<file path="src/rtl/mide_consts.svh">
// Purpose: named constants for the inc/dec/move/halt execution block
// Assumes: 8-bit data path, 8-bit data-memory address, 11-bit program counter
// Notes: operation codes are local to this block's command port
`ifndef MIDE_CONSTS_SVH
`define MIDE_CONSTS_SVH
`define MIDE_DATA_W 8
`define MIDE_ADDR_W 8
`define MIDE_PC_W 11
`define MIDE_MEM_DEPTH 256
`define MIDE_ONE 8'h01
`define MIDE_ZERO_BYTE 8'h00
`define MIDE_PC_RST 11'h000
`define MIDE_PC_STEP 11'h001
`define MIDE_WDT_W 16
`define MIDE_WDT_RST 16'h0000
`define MIDE_PRE_W 8
`define MIDE_PRE_RST 8'h00
`endif

</file>
<file path="src/rtl/mide_pkg.sv">
// Purpose: types shared by the execution block and its arithmetic unit
// Assumes: constants header included first
// Notes: none
`include "mide_consts.svh"
package mide_pkg;
	typedef enum logic [3:0]
	{
		MIDE_OP_NONE,
		MIDE_OP_DEC_MEM,
		MIDE_OP_DEC_WREG,
		MIDE_OP_INC_MEM,
		MIDE_OP_INC_WREG,
		MIDE_OP_JUMP,
		MIDE_OP_MOV_M2W,
		MIDE_OP_MOV_IMM,
		MIDE_OP_MOV_W2M,
		MIDE_OP_HALT
	} mide_op_t;
	typedef struct packed {
		mide_op_t op;
		logic [`MIDE_ADDR_W-1:0] addr;
		logic [`MIDE_DATA_W-1:0] imm;
		logic [`MIDE_PC_W-1:0] target;
	} mide_instr_t;
	typedef struct packed {
		logic zero;
		logic power_down_flag;
		logic watchdog_timeout_flag;
	} mide_flags_t;
	typedef enum logic [1:0]
	{
		MIDE_ST_RUN,
		MIDE_ST_DUMMY,
		MIDE_ST_HALT
	} mide_state_t;
endpackage

</file>
<file path="src/rtl/mide_alu.sv">
// Purpose: increment/decrement unit with zero detect
// Assumes: purely combinational
// Notes: results wrap modulo 256
`include "mide_consts.svh"
module mide_alu
	import mide_pkg::*;
(
	input wire logic [`MIDE_DATA_W-1:0] operand_i,
	input wire logic dec_i,
	output logic [`MIDE_DATA_W-1:0] result_o,
	output logic zero_o
);
	// wrap-around add or subtract of one, carry discarded on purpose
	always_comb
	begin
		if (dec_i)
			result_o = operand_i - `MIDE_ONE;
		else
			result_o = operand_i + `MIDE_ONE;
		zero_o = (result_o == `MIDE_ZERO_BYTE);
	end
endmodule

</file>
<file path="src/rtl/mide_exec.sv">
// Purpose: executes inc/dec, jump, move and power-down instructions
// Assumes: one instruction offered per cycle with valid, taken while ready
// Notes: data memory is held locally; wake from power-down via wake_i
`include "mide_consts.svh"
module mide_exec
	import mide_pkg::*;
(
	input wire logic clk_i,
	input wire logic nrst_i,
	input wire logic instr_valid_i,
	input wire mide_instr_t instr_i,
	input wire logic wake_i,
	input wire logic watchdog_timeout_i,
	output logic ready_o,
	output logic [`MIDE_PC_W-1:0] pc_o,
	output logic [`MIDE_DATA_W-1:0] working_register_o,
	output mide_flags_t flags_o,
	output logic clk_gate_en_o,
	output logic halted_o,
	output logic [`MIDE_WDT_W-1:0] watchdog_timer_o,
	output logic [`MIDE_PRE_W-1:0] watchdog_prescaler_o,
	output logic mem_wr_o,
	output logic [`MIDE_ADDR_W-1:0] mem_addr_o,
	output logic [`MIDE_DATA_W-1:0] mem_wdata_o
);
	logic [`MIDE_DATA_W-1:0] data_mem [`MIDE_MEM_DEPTH];
	mide_state_t state;
	logic [`MIDE_DATA_W-1:0] mem_rd;
	logic [`MIDE_DATA_W-1:0] alu_res;
	logic alu_zero;
	logic alu_dec;
	logic take;
	// issue strobes for the two forms that stall the sequencer
	logic take_jump;
	logic take_halt;
	// per-bit flag registers, bundled onto flags_o
	logic zero_flag;
	logic power_down_flag;
	logic watchdog_timeout_flag;

	// instruction accepted only in the run state
	assign take = instr_valid_i && (state == MIDE_ST_RUN);
	// combinational read, so a read-modify-write finishes in the taking cycle
	assign mem_rd = data_mem[instr_i.addr];

	// jump and power-down both stall issue, so each gets its own strobe
	assign take_jump = take && (instr_i.op == MIDE_OP_JUMP);
	assign take_halt = take && (instr_i.op == MIDE_OP_HALT);

	// flags leave as one bundle; each bit keeps its own register so one process drives it
	assign flags_o = '{
		zero: zero_flag,
		power_down_flag: power_down_flag,
		watchdog_timeout_flag: watchdog_timeout_flag
	};

	// decrement for either decrement form, otherwise increment
	function automatic logic is_dec(input mide_op_t op);
		return (op == MIDE_OP_DEC_MEM) || (op == MIDE_OP_DEC_WREG);
	endfunction

	// any of the four forms that update the zero flag
	function automatic logic is_incdec(input mide_op_t op);
		return is_dec(op) || (op == MIDE_OP_INC_MEM) || (op == MIDE_OP_INC_WREG);
	endfunction

	// the three forms that store into data memory
	function automatic logic is_mem_write(input mide_op_t op);
		return (op == MIDE_OP_DEC_MEM) || (op == MIDE_OP_INC_MEM) || (op == MIDE_OP_MOV_W2M);
	endfunction

	assign alu_dec = is_dec(instr_i.op);

	// one shared unit: only one inc/dec form can be taken per cycle
	mide_alu u_alu
	(
		.operand_i(mem_rd),
		.dec_i(alu_dec),
		.result_o(alu_res),
		.zero_o(alu_zero)
	);

	// sequencer: run, jump dummy cycle, power-down
	always_ff @(posedge clk_i or negedge nrst_i)
	begin
		if (!nrst_i)
			state <= MIDE_ST_RUN;
		else
		begin
			case (state)
				MIDE_ST_RUN:
				begin
					if (take_jump)
						state <= MIDE_ST_DUMMY;
					else if (take_halt)
						state <= MIDE_ST_HALT;
				end
				MIDE_ST_DUMMY:
					state <= MIDE_ST_RUN;
				MIDE_ST_HALT:
				begin
					if (wake_i)
						state <= MIDE_ST_RUN;
				end
				default:
					state <= MIDE_ST_RUN;
			endcase
		end
	end

	// issue handshake, registered from the next state: low in the jump dummy cycle and power-down
	always_ff @(posedge clk_i or negedge nrst_i)
	begin
		if (!nrst_i)
			ready_o <= 1'b1;
		else
		begin
			case (state)
				MIDE_ST_RUN:
					ready_o <= !(take_jump || take_halt);
				MIDE_ST_DUMMY:
					ready_o <= 1'b1;
				MIDE_ST_HALT:
					ready_o <= wake_i;
				default:
					ready_o <= 1'b1;
			endcase
		end
	end

	// power-down status and clock gate, flopped so they change with the state itself
	always_ff @(posedge clk_i or negedge nrst_i)
	begin
		if (!nrst_i)
		begin
			halted_o <= 1'b0;
			clk_gate_en_o <= 1'b1;
		end
		else
		begin
			case (state)
				MIDE_ST_RUN:
				begin
					halted_o <= take_halt;
					clk_gate_en_o <= !take_halt;
				end
				MIDE_ST_DUMMY:
				begin
					halted_o <= 1'b0;
					clk_gate_en_o <= 1'b1;
				end
				MIDE_ST_HALT:
				begin
					halted_o <= !wake_i;
					clk_gate_en_o <= wake_i;
				end
				default:
				begin
					halted_o <= 1'b0;
					clk_gate_en_o <= 1'b1;
				end
			endcase
		end
	end

	// program counter: step on each taken instruction except power-down, load on jump
	always_ff @(posedge clk_i or negedge nrst_i)
	begin
		if (!nrst_i)
			pc_o <= `MIDE_PC_RST;
		else if (take)
		begin
			if (instr_i.op == MIDE_OP_JUMP)
				pc_o <= instr_i.target;
			else if (instr_i.op != MIDE_OP_HALT)
				pc_o <= pc_o + `MIDE_PC_STEP;
		end
	end

	// working register; untouched while halted so contents survive power-down
	always_ff @(posedge clk_i or negedge nrst_i)
	begin
		if (!nrst_i)
			working_register_o <= `MIDE_ZERO_BYTE;
		else if (take)
		begin
			case (instr_i.op)
				MIDE_OP_DEC_WREG:
					working_register_o <= alu_res;
				MIDE_OP_INC_WREG:
					working_register_o <= alu_res;
				MIDE_OP_MOV_M2W:
					working_register_o <= mem_rd;
				MIDE_OP_MOV_IMM:
					working_register_o <= instr_i.imm;
				default:
					working_register_o <= working_register_o;
			endcase
		end
	end

	// data memory: no reset, so a reset-free power-down keeps every byte
	always_ff @(posedge clk_i)
	begin
		if (take)
		begin
			case (instr_i.op)
				MIDE_OP_DEC_MEM:
					data_mem[instr_i.addr] <= alu_res;
				MIDE_OP_INC_MEM:
					data_mem[instr_i.addr] <= alu_res;
				MIDE_OP_MOV_W2M:
					data_mem[instr_i.addr] <= working_register_o;
				default:
					data_mem[instr_i.addr] <= data_mem[instr_i.addr];
			endcase
		end
	end

	// mirror of memory writes for the rest of the core
	always_ff @(posedge clk_i or negedge nrst_i)
	begin
		if (!nrst_i)
		begin
			mem_wr_o <= 1'b0;
			mem_addr_o <= `MIDE_ZERO_BYTE;
			mem_wdata_o <= `MIDE_ZERO_BYTE;
		end
		else
		begin
			mem_wr_o <= take && is_mem_write(instr_i.op);
			if (take)
			begin
				mem_addr_o <= instr_i.addr;
				mem_wdata_o <= (instr_i.op == MIDE_OP_MOV_W2M) ? working_register_o : alu_res;
			end
		end
	end

	// zero flag: only the four inc/dec forms touch it
	always_ff @(posedge clk_i or negedge nrst_i)
	begin
		if (!nrst_i)
			zero_flag <= 1'b0;
		else if (take && is_incdec(instr_i.op))
			zero_flag <= alu_zero;
	end

	// power-down flag set by the power-down instruction, held until reset
	always_ff @(posedge clk_i or negedge nrst_i)
	begin
		if (!nrst_i)
			power_down_flag <= 1'b0;
		else if (take_halt)
			power_down_flag <= 1'b1;
	end

	// timeout flag: watchdog expiry sets it, power-down clears it
	// the clear wins a same-cycle expiry, since power-down restarts the watchdog anyway
	always_ff @(posedge clk_i or negedge nrst_i)
	begin
		if (!nrst_i)
			watchdog_timeout_flag <= 1'b0;
		else if (take_halt)
			watchdog_timeout_flag <= 1'b0;
		else if (watchdog_timeout_i)
			watchdog_timeout_flag <= 1'b1;
	end

	// watchdog count and prescaler: free-running, both cleared on power-down
	// both freeze while halted, as they would with the system clock gated off
	always_ff @(posedge clk_i or negedge nrst_i)
	begin
		if (!nrst_i)
		begin
			watchdog_prescaler_o <= `MIDE_PRE_RST;
			watchdog_timer_o <= `MIDE_WDT_RST;
		end
		else if (take_halt)
		begin
			watchdog_prescaler_o <= `MIDE_PRE_RST;
			watchdog_timer_o <= `MIDE_WDT_RST;
		end
		else if (state != MIDE_ST_HALT)
		begin
			watchdog_prescaler_o <= watchdog_prescaler_o + `MIDE_PRE_W'(1);
			if (&watchdog_prescaler_o)
				watchdog_timer_o <= watchdog_timer_o + `MIDE_WDT_W'(1);
		end
	end
endmodule

</file>
<file path="config.mk">
export PLATFORM = sky130hd
export DESIGN_NAME = mide_exec
export DESIGN_NICKNAME = d
export VERILOG_FILES = /design/src/rtl/mide_pkg.sv /design/src/rtl/mide_alu.sv /design/src/rtl/mide_exec.sv
export VERILOG_INCLUDE_DIRS = /design/src /design/src/rtl
export SDC_FILE = /design/constraint.sdc
export NUM_CORES = 2
export LEC_CHECK = 0
export ABC_AREA = 1
export BUFFER_PORTS_ARGS = -buffer_cell sky130_fd_sc_hd__buf_2
export CAP_MARGIN = 20
export CORE_MARGIN = 2
export CORE_UTILIZATION = 45
export CTS_CLUSTER_SIZE = 40
export DETAILED_ROUTE_END_ITERATION = 10
export MAX_ROUTING_LAYER = met4
export PLACE_DENSITY = 0.63
export SLEW_MARGIN = 20
export SYNTH_ARGS = -nofsm -noshare
export SYNTH_HDL_FRONTEND = slang
export SYNTH_SLANG_ARGS = --single-unit
export TNS_END_PERCENT = 100
</file>
<file path="constraint.sdc">
create_clock -name clk_i -period 18.7 [get_ports clk_i]
set_clock_uncertainty 0.15 [all_clocks]
set_input_delay 0.935 -clock clk_i [delete_from_list [all_inputs] [get_ports clk_i]]
set_output_delay 0.935 -clock clk_i [all_outputs]
set_load 0.02 [all_outputs]
</file>
==> summary.txt <==
==================================================================================================
Run status                                                                            finished clean
Vias post-DR                                                                                 54900
Synthesized area divided by synthesized cell count                                        13.0 µm²
Routability Congestion                                                                       0.896
Worst-case clock buffer depth                                                                    3
Share of the cycle needed by the critical path after routing                                 0.495
CTS sink count                                                                                2116
Critical Path Sink Type                                                                       flop
Utilization after layout                                                                     0.502
Sum of net half-perimeters after detailed placement                                      139000 µm
Die area                                                                                 0.190 mm²
Number of cells in the finished layout apart from fillers                                     9121
Cell types with the largest area share after synthesis                                edfxtp_1 (73%), nand2_1 (7.6%), nand3_1 (4.5%)
Buf+Inv Stages, Crit Path                                                                        9
Horizontal die dimension                                                                    435 µm
Static Leak                                                                                31.5 nW
Synth-to-layout area growth                                                                  11.1%
Final TNS setup                                                                               0 ps
Maximum cell stage delay along the critical path                                            870 ps
Worst-skew pair later-pin latency                                                           870 ps
Busiest metal layer after global routing                                                      met2
CP max FO                                                                                      122
# IOs                                                                                          102
Tightest slew margin relative to the limit                                                   0.237
Number of iterations in the first detailed-routing pass                                          6
Number of antenna violations at the first check in global routing                               10
Dominant cell by count in the synthesized netlist                                         edfxtp_1
Post-Synthesis Cells                                                                          6440
Met3 Use GR                                                                                 0.0557
Depth of the critical timing path with buffers and inverters included                           27
Crit path top cell by count                                                                nand2_1
Count of placed standard cells including taps                                                 8726
Synthesized cell area                                                                   0.0838 mm²
Maximum capacitance violations                                                                   0
Power per cell area                                                                     114 mW/mm²
Starting DRT DRC Count                                                                        7434
Number of buffers created by CTS                                                               209
Fill cells                                                                                   15700
Slowest cell on crit path                                                                    buf_4
Path category of the worst min-delay check                                            input port to asynchronous set/reset pin
Critical path arrival                                                                      9650 ps
Area share of the largest cell type after synthesis                                          0.734
Period minus WS final                                                                      9260 ps
Total length of routed wires                                                             250000 µm
WL/cell                                                                                    27.4 µm
Required time of the critical path                                                        19090 ps
Placement Rows                                                                                 158
Number of distinct library cell variants in the gate-level netlist after synthesis              56
Kind of cell adding the most delay to the critical path                               buffers and inverters
Top cells by instance count after synthesis                                           edfxtp_1 (2048), nand2_1 (1689), nand3_1 (757)
Met1 Use GR                                                                                  0.365
Core outline area                                                                        0.185 mm²
Global-route wire length before repair                                                   363000 µm
Total setup violations reported at the end of the flow                                           0
Async set or reset register ratio after synthesis                                           0.0321
Detailed-route vias per instance                                                              6.02
Number of gates resized after CTS                                                                0
Met2 Usage GRT                                                                               0.393
Number of hold violations in the final report                                                    0
Number of buffers added to fix hold violations after cts                                         0
RSZ-0062 raised after global routing                                                            no
Warning count from the yosys run                                                                 0
Number of global-route vias before repair                                                    51500
Portion of the post-synthesis area used by sequential elements                               0.754
Nets@finish                                                                                   6507
Clock tree from TritonCTS                                                                     done
Net Count, Synth                                                                              6488
H-Tree Depth                                                                                     4
Startpoint-to-endpoint class of the critical path                                     input port to flop
Initial core utilization                                                                     0.452
Remaining DRCs                                                                                   0
Footprint of the flip-flops and latches                                                 0.0632 mm²
Maximum number of pins on one net before global-route repair                                   197
Post-synth EDFFs                                                                              2048
Buffer type at the clock tree root                                                       clkbuf_16
Number of synthesized register bits                                                           2116
Die height                                                                                  435 µm
Max VDD drop                                                                               86.0 µV
Post-CTS Setup Bufs                                                                              0
Cells on worst reg2reg path                                                                     22
Commonest register cell after synthesis                                                   edfxtp_1
Remaining Overflow, GRT                                                                          0
Synth area leader                                                                         edfxtp_1
Number of input and output port buffers inserted                                               101
Overall global routing resource usage                                                        0.266
Total area of multi-input combinational cells                                           0.0184 mm²
Actual slew at the worst max-slew pin                                                      1140 ps
Count of pins over their slew limit                                                              0
Layout cell share with drive strength beyond 1                                              0.0805
Detail Route Antenna Nets                                                                        0
Peak clock frequency supported by timing                                                   108 MHz
Clock transition time at the flip-flop clock pins of the worst setup and hold paths          60 ps
Crit path launch type                                                                   input port
==================================================================================================
==> power by group <==
group | internal [mW] | total (mW) | switching [mW] | leakage, nW
Clock | 2.19 | 3.99 | 1.81 | 3.12
Sequential | 5.56 | 5.59 | 0.0337 | 19.4
Combinational | 0.189 | 1.04 | 0.856 | 9.01
==> area by class of cell <==
type,count,share of cell area
multi-input combinational,3824,0.198
clock buffer,261,0.0589
antenna,6,0.000161
tap,2480,0.0333
timing repair buffer,206,0.0164
sequential,2116,0.679
inverter,102,0.00421
clock inverter,126,0.0102
==> sequential cells by signal (all words and copies together), names as in the netlist <==
register and count:
data_mem 2048, ready_o 1, working_register_o 8, pc_o 11, mem_wdata_o 8, watchdog_timeout_flag 1, watchdog_timer_o 16, state 2
mem_addr_o 8, watchdog_prescaler_o 8, halted_o 1, power_down_flag 1, zero_flag 1, mem_wr_o 1, clk_gate_en_o 1
==> cell families after synthesis <==
group	share of synthesized area
DFF	0.754
buffers and inverters	0.0282
xor gates and xnor gates	0.000508
AOI/OAI and AO/OA	0.0647
and+or+nand+nor	0.150
adders and majority gates	0.00188
==> cells in the final DEF, fill, tap and decap left out, drive strengths merged, types with 10 or more instances in the layout <==
cell	instances
a21oi	69
a22o	23
a22oi	391
a31oi	148
buf	206
clkbuf	261
clkinv	118
dfrtp	66
edfxtp	2048
ha	11
inv	97
nand2	1693
nand3	758
nand4	67
nor2	401
nor3	52
o21ai	119
o22ai	10
o31ai	14
or2	22
==> worst paths after layout <==
check / slack [ps] / endpoint / start
hold reg to reg: 320 / power_down_flag$_DFFE_PN0P_ / power_down_flag$_DFFE_PN0P_
max in group asynchronous: 17700 / pc_o[5]$_DFFE_PN0P_ / nrst_i
setup / recovery: 9440 / data_mem[215][4]$_DFFE_PP_ / instr_i[20]
setup reg to reg: 11770 / data_mem[215][4]$_DFFE_PP_ / data_mem[208][3]$_DFFE_PP_
min in group clk_i: 180 / state[1]$_DFFE_PN0P_ / wake_i
hold / removal: 120 / watchdog_timer_o[1]$_DFFE_PN0P_ / nrst_i
==> stage by stage <==
stage	area, µm²	setup WS [ps]	power [mW]	hold slack, ps
finish	93100	9440	10.6	117
global route	93100	9030	10.9	155
CTS	93000	9320	10.6	111
detailed placement	86500	8430	6.71	303
global placement	86500	8560	6.69	295
floorplan	83800	6240	6.36	291
==> per-layer routing <==
metal | wire length (µm) | part of all wire | up-vias
met5 | 0 | 0 | -
met4 | 9200 | 0.037 | 0
met3 | 27700 | 0.11 | 471
met2 | 114000 | 0.46 | 3396
met1 | 98800 | 0.40 | 27400
li1 | - | - | 23700
(Power assumes the default switching activity.)
